### config.mk
export PLATFORM = sky130hd
export DESIGN_NAME = flash_tbl_dev_flat
export DESIGN_NICKNAME = d
export VERILOG_FILES = /design/src/flash_tbl_pkg.sv /design/src/flash_tbl_if.sv /design/src/flash_tbl_dev.sv /design/src/flat_wrapper.sv
export SDC_FILE = /design/constraint.sdc
export NUM_CORES = 1
export LEC_CHECK = 0
export ABC_AREA = 0
export BUFFER_PORTS_ARGS = -buffer_cell sky130_fd_sc_hd__buf_4
export CORE_ASPECT_RATIO = 0.8
export CORE_MARGIN = 4
export CORE_UTILIZATION = 30
export DETAILED_ROUTE_END_ITERATION = 10
export PLACE_DENSITY = 0.46
export SYNTH_ARGS = -nofsm -noshare
export SYNTH_HDL_FRONTEND = slang
export SYNTH_SLANG_ARGS = --single-unit
### constraint.sdc
create_clock -name i_mclk -period 2.9 [get_ports i_mclk]
set_input_delay 0.435 -clock i_mclk [delete_from_list [all_inputs] [get_ports i_mclk]]
set_output_delay 0.435 -clock i_mclk [all_outputs]
set_load 0.01 [all_outputs]
### src/flash_tbl_pkg.sv
// Purpose: shared constants and types for the flash table access and row erase pair
// Assumes: one 20 MHz core clock, synchronous active-low reset
// Notes:   pointer helpers live here; only the table end steps the pointer, the core end never does
//
// Overview of operation
// - table read uses all 22 pointer bits
// - table write: pointer bits 2..0 pick holding register
// - long write: pointer bits 21..3 pick block
// - erase: bits 21..6 pick row, 5..0 ignored
// - four pointer modes: hold, post-inc, post-dec, pre-inc
// - pointer stepping touches only low 21 bits
// - pointer bit 21 selects configuration area
// - table latch is one 8-bit register
// - reads move one byte; address bit 0 picks half
// - erase always clears one 64-byte row
// - no bulk erase from core instructions
// - software sets program, write-enable, erase; clears config
// - unlock 55h then AAh, then write-start
// - load pointer first; disable interrupts before unlock
// - one no-op after write-start, then enable interrupts
// - write-start after unlock erases, stalls about 2 ms
// - programming timer ends long write, then resume
package flash_tbl_pkg;
   // ==========================================================
   // widths
   localparam int PTR_W  = 22;
   localparam int LOW_W  = 21;
   localparam int BYTE_W = 8;
   localparam int WORD_W = 16;
   localparam int HOLD_N = 8;
   localparam int ROW_W  = 16;
   localparam int BLK_W  = 19;
   localparam int CFG_BIT = 21;
   localparam int ROW_LSB = 6;
   localparam int BLK_LSB = 3;
   // ==========================================================
   // control register fields and unlock keys
   localparam int CTL_PGM   = 7;
   localparam int CTL_CFG   = 6;
   localparam int CTL_ERASE = 4;
   localparam int CTL_NVM_WRITE_ENABLE  = 2;
   localparam int CTL_START = 1;
   localparam logic [7:0] CTL_RST  = 8'h00;
   localparam logic [7:0] CTL_MASK = 8'hD6;
   localparam logic [7:0] UNLOCK_KEY1 = 8'h55;
   localparam logic [7:0] UNLOCK_KEY2 = 8'hAA;
   // ==========================================================
   // timing: long write time in microseconds, core clock in MHz
   localparam int LONG_TIME_US = 2000;
   localparam int CLK_MHZ      = 20;
   localparam int LONG_CYCLES  = LONG_TIME_US * CLK_MHZ;
   localparam int TMR_W        = 16;
   // ==========================================================
   // core-side register map (byte offsets on the plain port)
   localparam logic [3:0] REG_PTR_L  = 4'h0;
   localparam logic [3:0] REG_PTR_H  = 4'h1;
   localparam logic [3:0] REG_PTR_U  = 4'h2;
   localparam logic [3:0] REG_LATCH  = 4'h3;
   localparam logic [3:0] REG_CTL    = 4'h4;
   localparam logic [3:0] REG_UNLOCK = 4'h5;
   localparam logic [3:0] REG_TBLOP  = 4'h6;
   localparam logic [3:0] REG_STATUS = 4'h7;
   localparam int OP_WRITE_BIT = 0;
   localparam int OP_MODE_LSB  = 1;
   // ==========================================================
   typedef enum logic [1:0] {MODE_HOLD, MODE_POST_INC, MODE_POST_DEC, MODE_PRE_INC} tbl_mode_t;

   // step low 21 bits up or down, keep the area select bit
   function automatic logic [PTR_W-1:0] step_ptr(input logic [PTR_W-1:0] p, input logic dn);
      logic [LOW_W-1:0] low;
      low = dn ? p[LOW_W-1:0] - 21'h000001 : p[LOW_W-1:0] + 21'h000001;
      return {p[CFG_BIT], low};
   endfunction
endpackage

### src/flash_tbl_if.sv
`timescale 1ns/1ps
`default_nettype none
// ==========================================================
// link between the core and the table access logic
interface flash_tbl_if;
   logic        table_read_op;
   logic        table_write_op;
   logic [1:0]  tbl_mode;
   logic [2:0]  ptr_we;
   logic [7:0]  ptr_wdata;
   logic        latch_we;
   logic [7:0]  latch_wdata;
   logic        ctl_we;
   logic [7:0]  ctl_wdata;
   logic        unlock_we;
   logic [7:0]  unlock_wdata;
   logic [21:0] table_pointer;
   logic [7:0]  table_latch;
   logic [7:0]  nvm_control_reg;
   logic        stall;
   modport dev (input  table_read_op, table_write_op, tbl_mode, ptr_we, ptr_wdata,
                       latch_we, latch_wdata, ctl_we, ctl_wdata, unlock_we, unlock_wdata,
                output table_pointer, table_latch, nvm_control_reg, stall);
   modport core (output table_read_op, table_write_op, tbl_mode, ptr_we, ptr_wdata,
                        latch_we, latch_wdata, ctl_we, ctl_wdata, unlock_we, unlock_wdata,
                 input  table_pointer, table_latch, nvm_control_reg, stall);
endinterface // flash_tbl_if
`default_nettype wire

### src/flash_tbl_dev.sv
// Purpose: table pointer, latch, holding registers, unlock and timed long write
// Assumes: flash array answers a read one cycle after o_mem_rd
// Notes:   all requests are ignored while stall is high
//
// Our own choices: the register offsets and the plain strobed port.
`timescale 1ns/1ps
`default_nettype none
module flash_tbl_dev #(
   parameter int LONG_CYCLES = flash_tbl_pkg::LONG_CYCLES
) (
   input  wire logic        i_mclk,
   input  wire logic        i_rst_n,
   flash_tbl_if.dev         bus,
   output logic [21:0]      o_mem_addr,
   output logic             o_mem_rd,
   output logic             o_cfg_area,
   input  wire logic [15:0] i_mem_rdata,
   output logic             o_erase_go,
   output logic [15:0]      o_erase_row,
   output logic             o_prog_go,
   output logic [18:0]      o_prog_block,
   output logic [63:0]      o_prog_data,
   output logic             o_long_busy
);
   typedef enum logic [1:0] {ST_IDLE, ST_RD_WAIT, ST_RD_DATA, ST_LONG} state_t;

   // ==========================================================
   // state
   state_t      state_r,    state_nxt;
   logic [21:0] ptr_r,      ptr_nxt;
   logic [7:0]  latch_r,    latch_nxt;
   logic [7:0]  ctl_r,      ctl_nxt;
   logic [7:0]  hold_r   [flash_tbl_pkg::HOLD_N];
   logic [7:0]  hold_nxt [flash_tbl_pkg::HOLD_N];
   logic        seen55_r,   seen55_nxt;
   logic        armed_r,    armed_nxt;
   logic [15:0] tmr_r,      tmr_nxt;
   logic [21:0] addr_r,     addr_nxt;
   logic        rd_r,       rd_nxt;
   logic        cfg_r,      cfg_nxt;
   logic        ers_r,      ers_nxt;
   logic [15:0] row_r,      row_nxt;
   logic        prg_r,      prg_nxt;
   logic [18:0] blk_r,      blk_nxt;
   logic [63:0] pdata_r,    pdata_nxt;
   logic        stall_r,    stall_nxt;

   logic [21:0] eff;
   logic [7:0]  cw;
   logic        go_ok;

   // ==========================================================
   // next-state logic for the whole sequencer
   always_comb begin
      state_nxt  = state_r;
      ptr_nxt    = ptr_r;
      latch_nxt  = latch_r;
      ctl_nxt    = ctl_r;
      hold_nxt   = hold_r;
      seen55_nxt = seen55_r;
      armed_nxt  = armed_r;
      tmr_nxt    = tmr_r;
      addr_nxt   = addr_r;
      rd_nxt     = 1'b0;
      cfg_nxt    = cfg_r;
      ers_nxt    = 1'b0;
      row_nxt    = row_r;
      prg_nxt    = 1'b0;
      blk_nxt    = blk_r;
      pdata_nxt  = pdata_r;
      cw         = bus.ctl_wdata & flash_tbl_pkg::CTL_MASK;
      go_ok      = 1'b0;
      // pre-increment uses the stepped pointer for this very access
      eff = (bus.tbl_mode == flash_tbl_pkg::MODE_PRE_INC) ?
            flash_tbl_pkg::step_ptr(ptr_r, 1'b0) : ptr_r;
      case (state_r)
         ST_IDLE: begin
            // pointer bytes written directly by the core
            if (bus.ptr_we[0]) begin
               ptr_nxt[7:0] = bus.ptr_wdata;
            end
            if (bus.ptr_we[1]) begin
               ptr_nxt[15:8] = bus.ptr_wdata;
            end
            if (bus.ptr_we[2]) begin
               ptr_nxt[21:16] = bus.ptr_wdata[5:0];
            end
            if (bus.latch_we) begin
               latch_nxt = bus.ptr_we == 3'h0 ? bus.latch_wdata : latch_r;
            end
            // unlock: 55h must be followed directly by AAh on the unlock port
            if (bus.unlock_we) begin
               seen55_nxt = (bus.unlock_wdata == flash_tbl_pkg::UNLOCK_KEY1);
               armed_nxt  = seen55_r && (bus.unlock_wdata == flash_tbl_pkg::UNLOCK_KEY2);
            end
            if (bus.ctl_we) begin
               // the start bit only sticks after a clean unlock with writes enabled
               go_ok = cw[flash_tbl_pkg::CTL_START] && armed_r && cw[flash_tbl_pkg::CTL_NVM_WRITE_ENABLE]
                       && cw[flash_tbl_pkg::CTL_PGM] && !cw[flash_tbl_pkg::CTL_CFG];
               ctl_nxt = cw;
               ctl_nxt[flash_tbl_pkg::CTL_START] = go_ok;
               armed_nxt  = 1'b0;
               seen55_nxt = 1'b0;
               if (go_ok) begin
                  state_nxt = ST_LONG;
                  tmr_nxt   = 16'(LONG_CYCLES);
                  if (cw[flash_tbl_pkg::CTL_ERASE]) begin
                     // always exactly one row, never a larger region
                     ers_nxt = 1'b1;
                     row_nxt = ptr_r[flash_tbl_pkg::PTR_W-1:flash_tbl_pkg::ROW_LSB];
                  end else begin
                     prg_nxt   = 1'b1;
                     blk_nxt   = ptr_r[flash_tbl_pkg::PTR_W-1:flash_tbl_pkg::BLK_LSB];
                     pdata_nxt = {hold_r[7], hold_r[6], hold_r[5], hold_r[4],
                                  hold_r[3], hold_r[2], hold_r[1], hold_r[0]};
                  end
               end
            end else if (bus.table_read_op) begin
               addr_nxt  = eff;
               cfg_nxt   = eff[flash_tbl_pkg::CFG_BIT];
               rd_nxt    = 1'b1;
               state_nxt = ST_RD_WAIT;
            end else if (bus.table_write_op) begin
               hold_nxt[eff[2:0]] = latch_r;
            end
            // post modes step after the access, pre mode keeps the stepped value
            if (!bus.ctl_we && (bus.table_read_op || bus.table_write_op)) begin
               case (bus.tbl_mode)
                  flash_tbl_pkg::MODE_POST_INC: ptr_nxt = flash_tbl_pkg::step_ptr(ptr_r, 1'b0);
                  flash_tbl_pkg::MODE_POST_DEC: ptr_nxt = flash_tbl_pkg::step_ptr(ptr_r, 1'b1);
                  flash_tbl_pkg::MODE_PRE_INC:  ptr_nxt = eff;
                  default:                      ptr_nxt = ptr_r;
               endcase
            end
         end
         // the array word lands on the data bus one cycle after the strobe
         ST_RD_WAIT: state_nxt = ST_RD_DATA;
         ST_RD_DATA: begin
            // bit 0 picks the half of the stored word
            latch_nxt = addr_r[0] ? i_mem_rdata[15:8] : i_mem_rdata[7:0];
            state_nxt = ST_IDLE;
         end
         ST_LONG: begin
            // the programming timer alone ends the stall
            if (tmr_r == 16'h0001) begin
               state_nxt = ST_IDLE;
               ctl_nxt[flash_tbl_pkg::CTL_START] = 1'b0;
            end else begin
               tmr_nxt = tmr_r - 16'h0001;
            end
         end
         default: state_nxt = ST_IDLE;
      endcase
      stall_nxt = (state_nxt != ST_IDLE);
   end

   // ==========================================================
   // registers
   always_ff @(posedge i_mclk) begin
      if (!i_rst_n) begin
         state_r  <= ST_IDLE;
         ptr_r    <= 22'h000000;
         latch_r  <= 8'h00;
         ctl_r    <= flash_tbl_pkg::CTL_RST;
         for (int i = 0; i < flash_tbl_pkg::HOLD_N; i++) begin
            hold_r[i] <= 8'hFF;
         end
         seen55_r <= 1'b0;
         armed_r  <= 1'b0;
         tmr_r    <= 16'h0000;
         addr_r   <= 22'h000000;
         rd_r     <= 1'b0;
         cfg_r    <= 1'b0;
         ers_r    <= 1'b0;
         row_r    <= 16'h0000;
         prg_r    <= 1'b0;
         blk_r    <= 19'h00000;
         pdata_r  <= 64'h0000000000000000;
         stall_r  <= 1'b0;
      end else begin
         state_r  <= state_nxt;
         ptr_r    <= ptr_nxt;
         latch_r  <= latch_nxt;
         ctl_r    <= ctl_nxt;
         hold_r   <= hold_nxt;
         seen55_r <= seen55_nxt;
         armed_r  <= armed_nxt;
         tmr_r    <= tmr_nxt;
         addr_r   <= addr_nxt;
         rd_r     <= rd_nxt;
         cfg_r    <= cfg_nxt;
         ers_r    <= ers_nxt;
         row_r    <= row_nxt;
         prg_r    <= prg_nxt;
         blk_r    <= blk_nxt;
         pdata_r  <= pdata_nxt;
         stall_r  <= stall_nxt;
      end
   end

   // ==========================================================
   // outputs, all straight from flops
   assign bus.table_pointer   = ptr_r;
   assign bus.table_latch     = latch_r;
   assign bus.nvm_control_reg = ctl_r;
   assign bus.stall           = stall_r;
   assign o_mem_addr   = addr_r;
   assign o_mem_rd     = rd_r;
   assign o_cfg_area   = cfg_r;
   assign o_erase_go   = ers_r;
   assign o_erase_row  = row_r;
   assign o_prog_go    = prg_r;
   assign o_prog_block = blk_r;
   assign o_prog_data  = pdata_r;
   assign o_long_busy  = stall_r;
endmodule // flash_tbl_dev
`default_nettype wire

### src/flat_wrapper.sv
// flat-port wrapper written by rule: the top's interface ports become plain ports
module flash_tbl_dev_flat 
#(
   parameter int LONG_CYCLES = flash_tbl_pkg::LONG_CYCLES
)
  (i_mclk, i_rst_n, o_mem_addr, o_mem_rd, o_cfg_area, i_mem_rdata, o_erase_go, o_erase_row, o_prog_go, o_prog_block, o_prog_data, o_long_busy, bus_table_read_op, bus_table_write_op, bus_tbl_mode, bus_ptr_we, bus_ptr_wdata, bus_latch_we, bus_latch_wdata, bus_ctl_we, bus_ctl_wdata, bus_unlock_we, bus_unlock_wdata, bus_table_pointer, bus_table_latch, bus_nvm_control_reg, bus_stall);
  flash_tbl_if bus_i ();
  input  wire logic i_mclk;
  input  wire logic i_rst_n;
  output logic [21:0] o_mem_addr;
  output logic o_mem_rd;
  output logic o_cfg_area;
  input  wire logic [15:0] i_mem_rdata;
  output logic o_erase_go;
  output logic [15:0] o_erase_row;
  output logic o_prog_go;
  output logic [18:0] o_prog_block;
  output logic [63:0] o_prog_data;
  output logic o_long_busy;
  input wire logic [$bits(bus_i.table_read_op)-1:0] bus_table_read_op;
  input wire logic [$bits(bus_i.table_write_op)-1:0] bus_table_write_op;
  input wire logic [$bits(bus_i.tbl_mode)-1:0] bus_tbl_mode;
  input wire logic [$bits(bus_i.ptr_we)-1:0] bus_ptr_we;
  input wire logic [$bits(bus_i.ptr_wdata)-1:0] bus_ptr_wdata;
  input wire logic [$bits(bus_i.latch_we)-1:0] bus_latch_we;
  input wire logic [$bits(bus_i.latch_wdata)-1:0] bus_latch_wdata;
  input wire logic [$bits(bus_i.ctl_we)-1:0] bus_ctl_we;
  input wire logic [$bits(bus_i.ctl_wdata)-1:0] bus_ctl_wdata;
  input wire logic [$bits(bus_i.unlock_we)-1:0] bus_unlock_we;
  input wire logic [$bits(bus_i.unlock_wdata)-1:0] bus_unlock_wdata;
  output wire logic [$bits(bus_i.table_pointer)-1:0] bus_table_pointer;
  output wire logic [$bits(bus_i.table_latch)-1:0] bus_table_latch;
  output wire logic [$bits(bus_i.nvm_control_reg)-1:0] bus_nvm_control_reg;
  output wire logic [$bits(bus_i.stall)-1:0] bus_stall;
  assign bus_i.table_read_op = bus_table_read_op;
  assign bus_i.table_write_op = bus_table_write_op;
  assign bus_i.tbl_mode = bus_tbl_mode;
  assign bus_i.ptr_we = bus_ptr_we;
  assign bus_i.ptr_wdata = bus_ptr_wdata;
  assign bus_i.latch_we = bus_latch_we;
  assign bus_i.latch_wdata = bus_latch_wdata;
  assign bus_i.ctl_we = bus_ctl_we;
  assign bus_i.ctl_wdata = bus_ctl_wdata;
  assign bus_i.unlock_we = bus_unlock_we;
  assign bus_i.unlock_wdata = bus_unlock_wdata;
  assign bus_table_pointer = bus_i.table_pointer;
  assign bus_table_latch = bus_i.table_latch;
  assign bus_nvm_control_reg = bus_i.nvm_control_reg;
  assign bus_stall = bus_i.stall;
  flash_tbl_dev #(.LONG_CYCLES(LONG_CYCLES)) u_core (.i_mclk(i_mclk), .i_rst_n(i_rst_n), .bus(bus_i), .o_mem_addr(o_mem_addr), .o_mem_rd(o_mem_rd), .o_cfg_area(o_cfg_area), .i_mem_rdata(i_mem_rdata), .o_erase_go(o_erase_go), .o_erase_row(o_erase_row), .o_prog_go(o_prog_go), .o_prog_block(o_prog_block), .o_prog_data(o_prog_data), .o_long_busy(o_long_busy));
endmodule
# [Yosys cells after proc, flatten, opt, wreduce, memory -nomap -nowiden]
# Index checks and enable logic that the tools add are counted.
[classes] addsub=3 multipliers=0 div_mod_pow=0 n_lt_le_gt_ge=2 eq_ne=19 shifts=0 mux=32 n_bitwise=6 reduce_logical=34
[op_table] operator="case mux 22 bit (3 select lines)" n=1
[op_table] operator="bitwise mux 64 bit" n=1
[op_table] operator="two-way mux 16 bit" n=3
[op_table] operator="two-way mux 8 bit" n=6
[op_table] operator="case mux 16 bit (2 select lines)" n=1
[op_table] operator="demux 8 bit (select 3 bit)" n=1
[op_table] operator="two-way mux 22 bit" n=1
[op_table] operator="adder 21 x 1 -> 21 bit (second input constant)" n=1
[op_table] operator="two-way mux 21 bit" n=1
[op_table] operator="subtractor 21 x 1 -> 21 bit (second input constant)" n=1
[op_table] operator="AND reduction 4 bit" n=5
[op_table] operator="AND reduction 3 bit" n=6
[op_table] operator="== test 16 x 1 -> 1 bit (second input constant)" n=1
[op_table] operator="case mux 8 bit (2 select lines)" n=1
[op_table] operator="subtractor 16 x 1 -> 16 bit (second input constant)" n=1
[op_table] operator="nonzero test 2 bit" n=7
[op_table] operator="two-way mux 2 bit" n=5
[op_table] operator="!= test 2 bit (second input constant)" n=5
[op_table] operator="== test 2 bit (second input constant)" n=4
[op_table] operator="== test 8 x 7 -> 1 bit (second input constant)" n=1
[op_table] operator="== test 8 bit (second input constant)" n=1
[op_table] operator="two-way mux 1 bit" n=8
[op_table] operator="!= test 2 x 1 -> 1 bit (second input constant)" n=4
[op_table] operator="case mux 2 bit (4 select lines)" n=1
[op_table] operator="other kinds (16)" n=29
[totals] reg_bits=245 latchBits=0 ramBits=0 romBits=0 memories=0

# [Depth between registers and ports, before layout]
# Gate-level depths: netlist (run 1).
[depth] depth_word=8 mapped_depth=8

# [Least setup slack after synthesis (run 1)]
# No wires, ideal clock.
[synth_timing] path_type="register to register" startpoint="register u_core.ptr_r[0], in the netlist u_core.bus.table_pointer[0]" endpoint="register u_core.hold_r[48] (netlist name)" arrival_ns=2.200 t_required_ns=2.771 slack_ns=0.571 stages_incl_launch_ff=8 path_cell_list="dfxtp_1 inv_1 ha_1 mux2_2 nor2_1 nand2_1 mux2i_1 nand2_1"
[synth_between] elab_chain_cells=8
[synth_rtl] item="from (decl)" line="flash_tbl_dev.sv:30" rtl="logic [21:0] ptr_r, ptr_nxt;"
[synth_rtl] item="from (signal assigned)" line="flash_tbl_dev.sv:182" rtl="ptr_r <= ptr_nxt;"
[synth_rtl] item="adder 21 x 1 -> 21 bit" line="flash_tbl_pkg.sv:71" rtl="low = dn ? p[LOW_W-1:0] - 21'h000001 : p[LOW_W-1:0] + 21'h000001;"
[synth_rtl] item="two-way mux 21 bit (*)" line="flash_tbl_dev.sv:74" rtl="eff = (bus.tbl_mode == flash_tbl_pkg::MODE_PRE_INC) ?"
[synth_rtl] item="NOT 3 -> 4 bit (not written as such) (*)" line="flash_tbl_dev.sv:124" rtl="hold_nxt[eff[2:0]] = latch_r;"
[synth_rtl] item=">= comparator 4 bit (not written as such) / less-than comparator 4 x 1 -> 1 bit (equally long branches)" line="flash_tbl_dev.sv:124"
[synth_rtl] item="logical AND 1 bit (not written as such)" line="flash_tbl_dev.sv:124"
[synth_rtl] item="two-way mux 8 bit (not written as such)" line="flash_tbl_dev.sv:124"
[synth_rtl] item="demux 8 bit (select 3 bit) (*)" line="flash_tbl_dev.sv:124"
[synth_rtl] item="bitwise mux 64 bit (*)" line="flash_tbl_dev.sv:124"
[synth_rtl] item="to (signal assigned)" line="flash_tbl_dev.sv:185" rtl="hold_r <= hold_nxt;"
[synth_rtl] item="to (decl)" line="flash_tbl_dev.sv:33" rtl="logic [7:0] hold_r [flash_tbl_pkg::HOLD_N];"
# Mark *: on every way between the ends. The rest lies on a longest branch, timed or not.
# A chain may end at the register's enable or synchronous reset.

# [Worst setup path in the final report (run 1)]
[layout_timing] startpoint="register u_core.ptr_r[0], in the netlist u_core.bus.table_pointer[0]" endpoint="register u_core.hold_r[54] (netlist name)"
# Same word-level chain as after synthesis.

==> reports/results.ini, run 1 <==
[logic_synthesis]
synth.most_common_cell = nand2_1
netlist_area_um2 = 10900
synth_compound_area_frac = 0.160
synth-edff-count = 0
yosys-top-cells-area = dfxtp_1 45%, nand2_1 11%, a21oi_1 6.4%, mux2i_1 6.0%, nor2_1 2.7%
synth_mux_area_frac = 0.0607
netlist_instances = 1341
synth_fa_ha_area_frac = 0.00803
synth_top_family_by_area = simple AND/OR/NAND/NOR gates
postSynth.asyncResetShare = 0
synth-xor-area-share = 0.0241
avgSynthCellArea_um2 = 8.13
synth_warnings = 0
synth_seq_area_share = 0.448
synth_top_area_frac = 0.448
synth-simple-area-share = 0.247
yosys.area.top_type = dfxtp_1
ys_types = 74
synth_ff_type = dfxtp_1
synthTopCellsByCount = 319 x nand2_1, 244 x dfxtp_1, 139 x a21oi_1
ys_seq_elements = 244

[timing]
fin_crit_ns = 2.56
setup_ws_ns = 0.341
final.period_utilization = 0.882
rsz0062_at_grt = false
maxSlewHeadroom = 0.481
finalSetupTns_ns = 0
hold_viol = 0
slew_violations = 0
holdWs_ns = 0.136
fin_skew_ns = 0.0241
tightest_slew_ns = 0.777
fmax_mhz = 391
setup_viol = 0

[floorplanning]
initial_core_util = 0.304
ios = 225
core-area_um2 = 35900
die-area_um2 = 39500
rows = 62
die_x_um = 221
die_h_um = 179

[min_path]
hold_depth = 2
holdCritPathClass = in2reg

[critical_path]
critPathRequiredTime_ns = 3.29
slowest_delay_ns = 0.47
critPathLaunchType = flop
crit_path_frequent_cell = nand2_1
cp.depth = 7
cp_top_family = simple AND/OR/NAND/NOR gates
reg2reg_depth = 7
crit_slowest_cell = nand2_1
critical_path_class = reg2reg
path_buf_inv = 1
cp_cell_sequence = ha_1, buf_4, and3b_1, nor4_1, nand2_1, mux2i_1, nand2_1
endpoint_kind = flop
crit_path_max_fanout = 10
arrival_ns = 2.95

[cells_and_area]
antenna_cells = 0
finalNetCount = 1596
drive_gt1_frac = 0.214
final_util = 0.387
fillCellCount = 3746
area_growth_pct = 27.6
stdcell_area_um2 = 13900

[global_route]
grt_pass1_wl_mm = 59.4
grt_max_degree = 92
gr-total-overflow = 0
first_global_vias = 10093
antenna_found_initial = 1
grtUsageTotal = 0.187

[route]
wire_per_inst_um = 18.9
routed_wl_mm = 38.2
vias = 10201
drcViolationCount = 0
drtPass1Iterations = 5
via_per_inst = 5.03
final_antenna_net_count = 0
drt-initial-drc-count = 695

[flow_run]
cap_violations = 0

[placement]
port-buffer-count = 218
hpwl_mm = 26.7
pre_cts_ws_ns = 0.280
placed_area_um2 = 13100
gp_congestion = 0.885

[power]
p_leak_nw = 5.48
p_sw_frac = 0.272
power_density_nw_per_um2 = 568
pwr-share-comb = 0.124
power.share.clock = 0.424
p_int_mw = 5.76
p_switching_mw = 2.15
pwr-share-seq = 0.452
peakVddDrop_mv = 0.378

[clocking]
cts_setup_buffers = 0
h-tree-depth = 1
clockBufferDepth = 3
cts_hold_buf = 0
root_buffer = clkbuf_16
numClockSinks = 244
clk_pin_slew_ns = 0.07
cts_buffers = 27
tritoncts = done
cts_resized = 0
clk_latency_ns = 0.55

[outcome]
status = completed

-- per-stage QoR --
step / std cells / total power, mW
after floorplan: 1343 / 4.19
after global placement: 1980 / 4.62
after detailed placement: 1980 / 4.62
after CTS: 2027 / 8.02
after global routing: 2027 / 8.23
final: 2027 / 7.90
-- power groups by stage --
stage | Clock (mW) | Combinational, mW | Sequential [mW]
after detailed placement | 0 | 0.980 | 3.65
final | 3.35 | 0.982 | 3.57
after global routing | 3.58 | 1.07 | 3.58
after CTS | 3.47 | 0.983 | 3.57
after global placement | 0 | 0.977 | 3.64
after floorplan | 0 | 0.591 | 3.60
-- metal layers --
| metal | part of all wire | global-route usage | up-vias |
|---|---|---|---|
| met5 | 0.00052 | 0 | - |
| met3 | 0.063 | 0.0424 | 57 |
| met2 | 0.43 | 0.286 | 305 |
| met1 | 0.49 | 0.269 | 4794 |
| li1 | - | - | 5043 |
| met4 | 0.020 | 0.0413 | 2 |
-- cell usage in the layout (no fill, tap or decap), types with 6 or more instances in the layout --
| cell | instances |
|---|---|
| o211ai_1 | 6 |
| a211oi_1 | 30 |
| nor4b_1 | 7 |
| nand2_1 | 319 |
| xnor2_1 | 20 |
| buf_4 | 264 |
| nor3_1 | 20 |
| dfxtp_1 | 244 |
| a21oi_1 | 139 |
| nor2_1 | 78 |
| nand4_1 | 13 |
| o31ai_1 | 8 |
| ha_1 | 7 |
| and2_1 | 6 |
| o21a_1 | 6 |
| clkbuf_16 | 27 |
| a221oi_1 | 6 |
| or3_1 | 17 |
| nand3_1 | 55 |
| clkinv_2 | 6 |
| nor4_1 | 13 |
| o21ai_0 | 35 |
| a31oi_1 | 13 |
| inv_1 | 14 |
| nand2b_1 | 6 |
| and3_1 | 8 |
| xor2_1 | 10 |
| mux2i_1 | 65 |
-- cells by family after synthesis --
family / count (synthesis)
and+or+nand+nor: 583
AOI/OAI and AO/OA: 285
DFF: 244
buffers and inverters: 125
muxes: 66
xor gates and xnor gates: 30
adders and majority gates: 7
other: 1
-- layout make-up --
class,instances,area (µm²),area share
clock inverter,12,101,0.00728
timing repair buffer,267,2040,0.147
clock buffer,35,756,0.0543
multi-input combinational,974,5470,0.393
tap,480,601,0.0432
inverter,15,58.8,0.00423
sequential,244,4880,0.351
-- path summary, 6_finish.rpt --
kind | slack, ns | start | to
worst max-delay path | 0.34 | u_core.bus.table_pointer[0]$_SDFFE_PN0P_ | u_core.hold_r[54]$_SDFFE_PN1P_
worst min-delay path | 0.14 | bus_ctl_wdata[4] | u_core.o_prog_go$_SDFF_PN0_
worst max register to register | 0.34 | u_core.bus.table_pointer[0]$_SDFFE_PN0P_ | u_core.hold_r[54]$_SDFFE_PN1P_
worst min register to register | 0.45 | u_core.o_erase_row[10]$_SDFFE_PN0P_ | u_core.o_erase_row[10]$_SDFFE_PN0P_
Note: power is estimated with default switching activity, not from simulation.
==> run 2, diff against run 1 <==
--- a/config.mk
+++ b/config.mk
@@ -11,6 +11,7 @@
 export CORE_MARGIN = 4
 export CORE_UTILIZATION = 30
 export DETAILED_ROUTE_END_ITERATION = 10
+export MAX_ROUTING_LAYER = met4
 export PLACE_DENSITY = 0.46
 export SYNTH_ARGS = -nofsm -noshare
 export SYNTH_HDL_FRONTEND = slang
==> reports/results.ini, run 2 (same netlist as run 1, synthesis figures left out) <==
[timing]
fin_crit_ns = 2.58
rsz0062_at_grt = false
slew_violations = 0
tightest_slew_ns = 0.779
maxSlewHeadroom = 0.477
fmax_mhz = 388
hold_viol = 0
finalSetupTns_ns = 0
fin_skew_ns = 0.0264
final.period_utilization = 0.890
setup_viol = 0
setup_ws_ns = 0.320

[critical_path]
critical_path_class = reg2reg
cp_cell_sequence = ha_1, buf_4, and3b_1, nor4_1, nand2_1, mux2i_1, nand2_1
r2r_end = u_core.hold_r[54]$_SDFFE_PN1P_
reg2reg_depth = 7
crit_path_max_fanout = 10
crit_path_frequent_cell = nand2_1
critPathRequiredTime_ns = 3.29
r2r-start = u_core.bus.table_pointer[0]$_SDFFE_PN0P_
critPathLaunchType = flop
crit_slowest_cell = nand2_1
arrival_ns = 2.97
slowest_delay_ns = 0.48
endpoint_kind = flop
ff2ff_setup_slack_ns = 0.32
crit_path_end = u_core.hold_r[54]$_SDFFE_PN1P_
critPathLaunch = u_core.bus.table_pointer[0]$_SDFFE_PN0P_

[route]
via_per_inst = 5.06
drt-initial-drc-count = 691
vias = 10256
routed_wl_mm = 38.3
drtPass1Iterations = 5
wire_per_inst_um = 18.9
final_antenna_net_count = 0
drcViolationCount = 0

[clocking]
clockBufferDepth = 3
cts_hold_buf = 0
h-tree-depth = 1
cts_setup_buffers = 0
cts_resized = 0
cts_buffers = 27
root_buffer = clkbuf_16
clk_pin_slew_ns = 0.07
tritoncts = done
numClockSinks = 244
clk_latency_ns = 0.55

[placement]
hpwl_mm = 26.7
placed_area_um2 = 13100
pre_cts_ws_ns = 0.280
gp_congestion = 0.900
port-buffer-count = 218

[floorplanning]
core-area_um2 = 35900
initial_core_util = 0.304
die_x_um = 221
rows = 62
ios = 225
die-area_um2 = 39500
die_h_um = 179

[cells_and_area]
area_growth_pct = 27.6
drive_gt1_frac = 0.214
finalNetCount = 1596
layout_commonest_cell = nand2_1
final_util = 0.387
stdcell_area_um2 = 13900
layout_common_cells = 319 x nand2_1, 264 x buf_4, 244 x dfxtp_1

[flow_run]
cap_violations = 0

[global_route]
grt_pass1_wl_mm = 59.4
antenna_found_initial = 1
first_global_vias = 10099
grt_max_degree = 92
gr-total-overflow = 0
grtUsageTotal = 0.192

[outcome]
status = completed

[power]
peakVddDrop_mv = 0.377
p_leak_nw = 5.48
power_density_nw_per_um2 = 568

[min_path]
holdCritPathClass = in2reg

-- run 2: cell types whose count changed in the layout (fill, tap and decap cells not counted), sizes merged --
cell,before,now
diode,0,1
-- run 2: worst min path at each step --
stage	from	to	depth (start not counted)
final	bus_ctl_wdata[4]	u_core.o_prog_go$_SDFF_PN0_	2
after global routing	bus_ctl_wdata[4]	u_core.o_prog_go$_SDFF_PN0_	2
after CTS	bus_ctl_wdata[4]	u_core.o_prog_go$_SDFF_PN0_	2
after detailed placement	u_core.o_erase_row[10]$_SDFFE_PN0P_	u_core.o_erase_row[10]$_SDFFE_PN0P_	2
after global placement	u_core.o_erase_row[12]$_SDFFE_PN0P_	u_core.o_erase_row[12]$_SDFFE_PN0P_	2
after floorplan	u_core.seen55_r$_SDFFE_PN0P_	u_core.seen55_r$_SDFFE_PN0P_	2
-- run 2: metrics by stage --
step	total power, mW	hold slack, ns	cells
detailed placement	4.62	0.445	1980
global route	8.24	0.123	2028
finish	7.90	0.132	2028
CTS	8.02	0.107	2027
global placement	4.62	0.440	1980
floorplan	4.19	0.427	1343
-- run 2: critical path: cells and delay by family, from the launching register on --
kind / cells / cell delay, ns
DFF: 1 / 0.43
muxes: 1 / 0.28
and+or+nand+nor: 4 / 1.24
buffers and inverters: 1 / 0.17
adders and majority gates: 1 / 0.30
-- run 2: area by class of cell --
cell class                 count  area, µm²
fill                        3747      22000
multi-input combinational    974       5470
sequential                   244       4880
timing repair buffer         267       2040
clock buffer                  35        756
tap                          480        601
clock inverter                12        101
inverter                      15       58.8
antenna                        1       2.50
-- run 2: power by group --
part           total (mW)  switching [mW]  internal (mW)  leakage, nW
Clock                3.35            1.43           1.92        0.423
Sequential           3.57           0.137           3.43         1.98
Combinational       0.982           0.581          0.401         3.08
-- run 2: layer usage --
layer  vias to the layer above  share of wire  track usage
met1                      4845           0.49        0.271
met3                        53          0.061       0.0390
met5                         -              0            -
li1                       5055              -            -
met2                       303           0.43        0.287
met4                         0          0.019       0.0413
